[src/logic/selfid_mask_map.svh]
// Summary of operation
// RQ1 - Error bit 31 flags bad self-ID reception
// RQ2 - Error set means buffer contents undefined
// RQ3 - Clean reception completion clears error flag
// RQ4 - Reception or host write errors set flag
// RQ5 - Reserved bits 30-24, 15-11, 1-0 read zero
// RQ6 - Generation field increments on bus reset
// RQ7 - Generation wraps 255 to zero
// RQ8 - Size field counts stored quadlets
// RQ9 - Count includes header and data quadlets
// RQ10 - Count clears when reception starts
// RQ11 - Upper mask gates channels 32 to 63
// RQ12 - Mask bit 31 enables channel 63
// RQ13 - Mask bit n enables channel n+32
// RQ14 - Set or clear address reads mask
// RQ15 - Ones set or clear mask bits
// RQ16 - Zero bits leave mask bits unchanged
// RQ17 - Status word ignores software writes
`ifndef SELFID_MASK_MAP_SVH
`define SELFID_MASK_MAP_SVH
`define SELF_ID_STATUS_OFS 8'h68
`define ISO_RX_UPPER_MASK_SET_OFS 8'h70
`define ISO_RX_UPPER_MASK_CLEAR_OFS 8'h74
`define ERROR_FLAG_BIT 31
`define GENERATION_LSB 16
`define SIZE_LSB 2
`define MASK_RESET 32'h0000_0000
`define CHANNEL_BASE 6'h20
`endif

[src/logic/selfid_mask_pkg.sv]
`default_nettype none
package selfid_mask_pkg;
    // Reception tracking phase
    typedef enum logic {
        RX_IDLE,
        RX_BUSY
    } rx_phase_t;
endpackage
`default_nettype wire

[src/logic/upper_channel_gate.sv]
`default_nettype none
`include "selfid_mask_map.svh"
// Looks up the enable bit for an upper channel
module upper_channel_gate (
    input wire logic [31:0] mask_in,
    input wire logic [5:0] channel_in,
    output logic enable_out
);
    logic [5:0] idx;
    // Lower channels are not this block's concern
    always_comb
    begin
        idx = channel_in - `CHANNEL_BASE; // RQ13
        enable_out = channel_in[5] & mask_in[idx[4:0]]; // RQ11 RQ12
    end
endmodule
`default_nettype wire

[src/logic/selfid_status_iso_rx_mask.sv]
`default_nettype none
`include "selfid_mask_map.svh"
module selfid_status_iso_rx_mask
    import selfid_mask_pkg::*;
#(
    // Field widths; defaults match the status word layout
    parameter int SIZE_W = 9,
    parameter int GEN_W = 8
) (
    // Host register clock and its synchronous reset
    input wire logic core_clk_in,
    input wire logic nrst_in,
    // Register access: one word per cycle, byte address
    input wire logic [7:0] reg_addr_in,
    input wire logic reg_wr_in,
    input wire logic [31:0] reg_wdata_in,
    output logic [31:0] reg_rdata_out,
    // Link-side events, each a one-cycle pulse
    input wire logic bus_reset_in,
    input wire logic selfid_start_in,
    input wire logic quadlet_stored_in,
    input wire logic selfid_done_in,
    input wire logic rx_error_in,
    input wire logic host_write_error_in,
    // Channel filter lookup and mirrors of key state
    input wire logic [5:0] rx_channel_in,
    output logic rx_channel_accept_out,
    output logic [31:0] upper_mask_out,
    output logic self_id_error_flag_out
);
    // Two jobs share this record: self-ID bookkeeping driven by the
    // link side, and the upper receive mask driven by host writes.
    // They touch different fields, so both may update in one cycle.

    // All block state in one record
    typedef struct packed {
        logic [31:0] mask; // Upper channel enables, bit n is channel n+32
        logic [GEN_W-1:0] gen; // Bus reset generation, wraps freely
        logic [SIZE_W-1:0] count; // Quadlets stored since the last reception start
        logic err; // Error flag as software sees it
        logic err_seen; // Fault collected during the running reception
        rx_phase_t phase; // Idle or receiving self-ID packets
        logic [31:0] rdata; // Read data held for the bus
        logic accept; // Registered channel accept decision
    } state_t;

    state_t st_reg; // Present state
    state_t st_next; // Next state, built combinationally
    logic gate_en; // Channel enable lookup
    logic set_hit; // Write strobe at the set alias
    logic rx_fault; // Any error source raised this cycle
    logic start_ok; // Reception start taken while idle
    logic end_ok; // Reception end taken while busy

    // Lookup is combinational; its answer is registered in the record
    upper_channel_gate u_gate (
        .mask_in(st_reg.mask),
        .channel_in(rx_channel_in),
        .enable_out(gate_en)
    );

    // Packs the status word; reserved bits stay zero
    function automatic logic [31:0] status_word(input state_t s);
        logic [31:0] w;
        // Start from zero so every reserved range reads back clear
        w = 32'h0000_0000; // RQ5
        w[`ERROR_FLAG_BIT] = s.err; // RQ1
        w[`GENERATION_LSB +: GEN_W] = s.gen; // RQ6
        w[`SIZE_LSB +: SIZE_W] = s.count; // RQ8
        return w;
    endfunction

    // True at either alias of the upper mask; used for writes and reads
    function automatic logic is_mask_addr(input logic [7:0] a);
        logic hit;
        hit = (a == `ISO_RX_UPPER_MASK_SET_OFS) || (a == `ISO_RX_UPPER_MASK_CLEAR_OFS);
        return hit;
    endfunction

    // One set or clear step: ones act, zeros leave bits alone
    function automatic logic [31:0] mask_write(input logic [31:0] cur,
        input logic [31:0] data, input logic set);
        logic [31:0] res;
        if (set)
        begin
            // Set alias ORs the ones in
            res = cur | data; // RQ15 RQ16
        end
        else
        begin
            // Clear alias knocks the ones out
            res = cur & ~data; // RQ15 RQ16
        end
        return res;
    endfunction

    // Strobe and event decode, kept apart from the state update
    always_comb
    begin
        // Set and clear cannot collide: they are separate addresses
        set_hit = reg_wr_in && (reg_addr_in == `ISO_RX_UPPER_MASK_SET_OFS);
        // Host write faults count as reception faults
        rx_fault = rx_error_in | host_write_error_in; // RQ4
        // Events outside their phase are ignored, not queued
        start_ok = selfid_start_in && (st_reg.phase == RX_IDLE);
        end_ok = selfid_done_in && (st_reg.phase == RX_BUSY);
    end

    // Next-state logic
    always_comb
    begin
        // Hold everything unless an event below says otherwise
        st_next = st_reg;
        // Bus reset advances the generation, wraps at 255
        if (bus_reset_in)
        begin
            st_next.gen = st_reg.gen + 1'b1; // RQ6 RQ7
        end
        // Error during reception remembered until done
        if (st_reg.phase == RX_BUSY && rx_fault)
        begin
            st_next.err_seen = 1'b1; // RQ4
        end
        case (st_reg.phase)
            RX_IDLE:
            begin
                // A new reception starts from an empty count
                if (start_ok)
                begin
                    st_next.count = '0; // RQ10
                    st_next.err_seen = rx_fault; // RQ4
                    st_next.phase = RX_BUSY;
                end
            end
            RX_BUSY:
            begin
                // Header and data quadlets alike are counted
                if (quadlet_stored_in)
                begin
                    // Wraps past its field width; a real bus never gets there
                    st_next.count = st_reg.count + 1'b1; // RQ8 RQ9
                end
                if (end_ok)
                begin
                    // Flag moves only at the end: one verdict per reception,
                    // buffer treated as undefined while it is set
                    st_next.err = st_next.err_seen; // RQ1 RQ2 RQ3
                    st_next.phase = RX_IDLE;
                end
            end
            default:
            begin
                // Unreachable with two phases; recover to idle
                st_next.phase = RX_IDLE;
            end
        endcase
        // Only the two mask aliases take writes
        if (reg_wr_in && is_mask_addr(reg_addr_in))
        begin
            st_next.mask = mask_write(st_reg.mask, reg_wdata_in, set_hit); // RQ15 RQ16
        end
        // Read mux; status writes never reach the record
        if (reg_addr_in == `SELF_ID_STATUS_OFS)
        begin
            st_next.rdata = status_word(st_reg); // RQ17
        end
        else if (is_mask_addr(reg_addr_in))
        begin
            // Both aliases read back the same mask
            st_next.rdata = st_reg.mask; // RQ14
        end
        else
        begin
            // Unmapped offsets read as zero
            st_next.rdata = 32'h0000_0000;
        end
        // Registered so the accept output comes from a flip-flop,
        // at the cost of one cycle of latency on the filter
        st_next.accept = gate_en; // RQ11
    end

    // State register, synchronous reset
    // Mask resets to a fixed value so the filter starts closed
    always_ff @(posedge core_clk_in)
    begin
        if (!nrst_in)
        begin
            // Whole record to known values in one step
            st_reg <= '{mask: `MASK_RESET, phase: RX_IDLE, default: '0};
        end
        else
        begin
            // Normal operation: take the computed next state
            st_reg <= st_next;
        end
    end

    // Outputs taken straight from the record's flip-flops
    assign reg_rdata_out = st_reg.rdata;
    assign rx_channel_accept_out = st_reg.accept;
    assign upper_mask_out = st_reg.mask;
    assign self_id_error_flag_out = st_reg.err;
endmodule
`default_nettype wire

[config.mk]
export PLATFORM = sky130hd
export DESIGN_NAME = selfid_status_iso_rx_mask
export DESIGN_NICKNAME = d
export VERILOG_FILES = /design/src/logic/selfid_mask_pkg.sv /design/src/logic/upper_channel_gate.sv /design/src/logic/selfid_status_iso_rx_mask.sv
export VERILOG_INCLUDE_DIRS = /design/src /design/src/logic
export SDC_FILE = /design/constraint.sdc
export NUM_CORES = 1
export LEC_CHECK = 0
export BUFFER_PORTS_ARGS = -buffer_cell sky130_fd_sc_hd__buf_4
export CAP_MARGIN = 15
export CORE_MARGIN = 5
export CORE_UTILIZATION = 46
export DETAILED_ROUTE_END_ITERATION = 10
export HOLD_SLACK_MARGIN = 0.06
export PLACE_DENSITY_LB_ADDON = 0.3
export SLEW_MARGIN = 20
export SYNTH_ARGS = -nofsm -noshare
export SYNTH_HDL_FRONTEND = slang
export SYNTH_SLANG_ARGS = --single-unit
[constraint.sdc]
create_clock -name core_clk_in -period 1.79 [get_ports core_clk_in]
set_input_delay 0.2685 -clock core_clk_in [delete_from_list [all_inputs] [get_ports core_clk_in]]
set_output_delay 0.2685 -clock core_clk_in [all_outputs]
set_load 0.01 [all_outputs]
==> impl_metrics.py <==
metrics = {
    "run_status": {
        "status": "finished clean",
    },
    "route": {
        "drc": 0,
        "ant_nets": 0,
        "vias": 2974,
        "drt_iter0_drc": 97,
        "vias_per_cell": 5.417,
        "routed_wl_um": 9311,
        "dr.pass1.iters": 4,
        "wl_per_cell_um": 16.96,
    },
    "cts": {
        "numCtsBuffers": 9,
        "h-tree-depth": 3,
        "clk_latency_ns": 0.34,
        "clock_path_buffers": 2,
        "cts.hold.buffers_added": 0,
        "cts_setup_buffers": 0,
        "post_cts_resized": 0,
        "root_buffer": "clkbuf_8",
        "cts_tree": "done",
        "cts_sinks": 85,
        "clk_transition_reported_paths_ns": 0.08,
    },
    "worst_setup_path": {
        "worstPathArrival_ns": 1.84,
        "worst_ep_required_time_ns": 1.99,
        "cp_max_fo": 4,
        "cp-start-kind": "flip-flop",
        "crit_path_end_kind": "flip-flop",
        "worst-setup-path-type": "flip-flop to flip-flop",
    },
    "global_routing": {
        "grt_start_max_net_pins": 65,
        "busiest_layer": "met2",
        "met1_usage_pct": 22.42,
        "grt_pass1_wl_um": 14680,
        "grt_pass1_vias": 2955,
        "grt_remaining_overflow": 0,
        "use_met3_pct": 3.945,
        "met2_usage_pct": 31.19,
        "grt_use_total_pct": 18.17,
        "grt_antenna_before_repair": 0,
    },
    "flow_run": {
        "drv_cap": 0,
    },
    "sta": {
        "fin_crit_ns": 1.639,
        "hold_viol": 0,
        "fmaxAchievable_mhz": 610.1,
        "finalSetupTns_ns": 0,
        "rsz0062_at_grt": "false",
        "tightestPinTransition_ns": 0.5348,
        "slew-limit-headroom_pct": 64.35,
        "setup_violations": 0,
        "slew_viol_final": 0,
        "finalCritPeriodShare_pct": 91.58,
        "clock_skew_ns": 0.008361,
    },
    "worst_hold_path": {
        "worstHoldPathType": "input port to flip-flop",
    },
    "placement": {
        "gp_congestion": 0.8162,
        "dpl.hpwl_um": 6869,
        "port-buffer-count": 120,
        "placedInstanceArea_mm2": 0.004380,
    },
    "yosys": {
        "syn_avg_cell_area_um2": 9.889,
        "yosysUniqueCellTypes": 38,
        "synth_flop_cell": "dfxtp_1",
        "ys_warn_count": 0,
        "syn-num-nets": 442,
        "syn_area_mm2": 0.003807,
        "synth-seq-cells": 85,
        "syn_inst": 385,
        "synth_seq_area_share_pct": 44.69,
        "synth_edf_count": 0,
        "synth-async-reset-ratio_pct": 0,
    },
    "pwr": {
        "cellPowerDensity_mw_per_mm2": 755.7,
        "switchingPower_w": 0.0007795,
        "p_comb_share_pct": 7.4,
        "switching_share_pct": 22.61,
        "leakagePower_nw": 1.840,
        "p_int_w": 0.002668,
        "vdd_ir_drop_max_mv": 0.3343,
        "total_power_w": 0.003448,
        "clkPwrFrac_pct": 37.0,
        "seq_power_share_pct": 55.6,
    },
    "layout": {
        "area_growth_syn_to_layout_pct": 19.82,
        "finish.instance_area_mm2": 0.004562,
        "drive_gt1_share_pct": 35.59,
        "multi_input_area_mm2": 0.001520,
        "antennaDiodeCount": 0,
        "nNetsFinal": 497,
        "regArea_mm2": 0.001702,
        "fillCellCount": 742,
    },
    "die": {
        "start_util_pct": 46.81,
        "fp.dieW_um": 101.0,
        "dieArea_mm2": 0.01020,
        "core-area_mm2": 0.008134,
        "die_y_um": 101.0,
        "fp-row-count": 33,
        "io_pins": 121,
    },
}
-- power groups by stage --
stage	clock network, W	logic [W]	registers (W)
after global routing	0.00139	0.000278	0.00192
after floorplan	0	0.000110	0.00196
after detailed placement	0	0.000253	0.00196
after CTS	0.00131	0.000254	0.00192
final	0.00128	0.000254	0.00192
after global placement	0	0.000247	0.00196
-- final cells by class --
cell class,count,share of cell area (%)
clock inverter,4,1.097
timing repair buffer,132,22.27
inverter,3,0.2468
clock buffer,11,2.880
tap,105,2.880
sequential,85,37.30
multi-input combinational,209,33.32
-- placed cells by master (no fill, tap or decap), drive strengths merged, types with 4 or more instances in the layout --
| cell | count |
|---|---|
| a311oi | 33 |
| and2 | 16 |
| o21ai | 4 |
| a22oi | 6 |
| mux4 | 5 |
| nand2 | 10 |
| nand4 | 5 |
| nor3 | 6 |
| nor2 | 20 |
| xor2 | 5 |
| clkbuf | 11 |
| a22o | 14 |
| mux2i | 8 |
| a21oi | 42 |
| buf | 132 |
| dfxtp | 85 |
-- synth_stat cells, types with 2 or more instances --
| cell | n | share of area [%] |
|---|---|---|
| and2_1 | 15 | 2.5 |
| inv_1 | 2 | 0.20 |
| nor3_1 | 6 | 0.79 |
| nand2_1 | 10 | 0.99 |
| xor2_1 | 5 | 1.2 |
| a22o_1 | 14 | 3.2 |
| clkbuf_1 | 16 | 1.6 |
| buf_4 | 65 | 13 |
| mux4_2 | 5 | 3.0 |
| nor2b_1 | 3 | 0.49 |
| nand3_1 | 3 | 0.39 |
| a311oi_1 | 33 | 7.6 |
| nand4_1 | 5 | 0.82 |
| mux2_2 | 3 | 0.89 |
| o21ai_0 | 4 | 0.53 |
| buf_2 | 7 | 0.92 |
| nor4_2 | 2 | 0.66 |
| a21oi_1 | 42 | 5.5 |
| mux2i_1 | 8 | 2.1 |
| dfxtp_1 | 85 | 45 |
| ha_1 | 2 | 0.66 |
| nand2b_1 | 3 | 0.49 |
| o311ai_0 | 2 | 0.46 |
| or3_1 | 3 | 0.49 |
| xnor2_1 | 3 | 0.69 |
| and3_1 | 3 | 0.49 |
| a22oi_1 | 6 | 1.2 |
| nor2_1 | 20 | 2.0 |
-- routing by layer --
| layer | vias to the layer above | share of wire [%] | wire length, µm |
|---|---|---|---|
| met5 | - | 0 | 0 |
| met4 | 0 | 1.3 | 119 |
| met3 | 10 | 6.6 | 610 |
| met2 | 112 | 50 | 4666 |
| met1 | 1397 | 42 | 3915 |
| li1 | 1455 | - | - |
-- kinds of logic after synthesis --
family,share of synthesized area [%]
AOI/OAI and AO/OA,19.55
xor gates and xnor gates,1.840
adders and majority gates,0.6571
buffers and inverters,15.61
DFF,44.69
muxes,5.948
and+or+nand+nor,11.70
-- worst max-delay path, cell delays in order, from the launching register on --
cell and delay (ns):
dfxtp_1 0.36, mux4_2 0.48, mux2_2 0.28, a221oi_1 0.28, a2111oi_0 0.10
-- metrics by stage --
| step | util (%) | instances | hold slack (ns) | setup WS [ns] |
|---|---|---|---|---|
| floorplan | - | 385 | 0.3620 | 0.09058 |
| global placement | 53.85 | 534 | 0.4697 | 0.1161 |
| detailed placement | 53.85 | 534 | 0.4704 | 0.03679 |
| CTS | 56.08 | 549 | 0.1085 | 0.1275 |
| global route | 56.08 | 549 | 0.1067 | 0.04388 |
| finish | 56.08 | 549 | 0.1272 | 0.1508 |
-- path summary, 6_finish.rpt --
check,startpoint,endpoint,slack [ns],cells after the start
worst max-delay path,flip-flop,rx_channel_accept_out,0.15,4
worst min-delay path,selfid_done_in,st_reg[33],0.13,2
worst max register to register,flip-flop,rx_channel_accept_out,0.15,4
worst min register to register,st_reg[52],reg_rdata_out[23],0.49,1
Power figures use the tool's default switching activity.
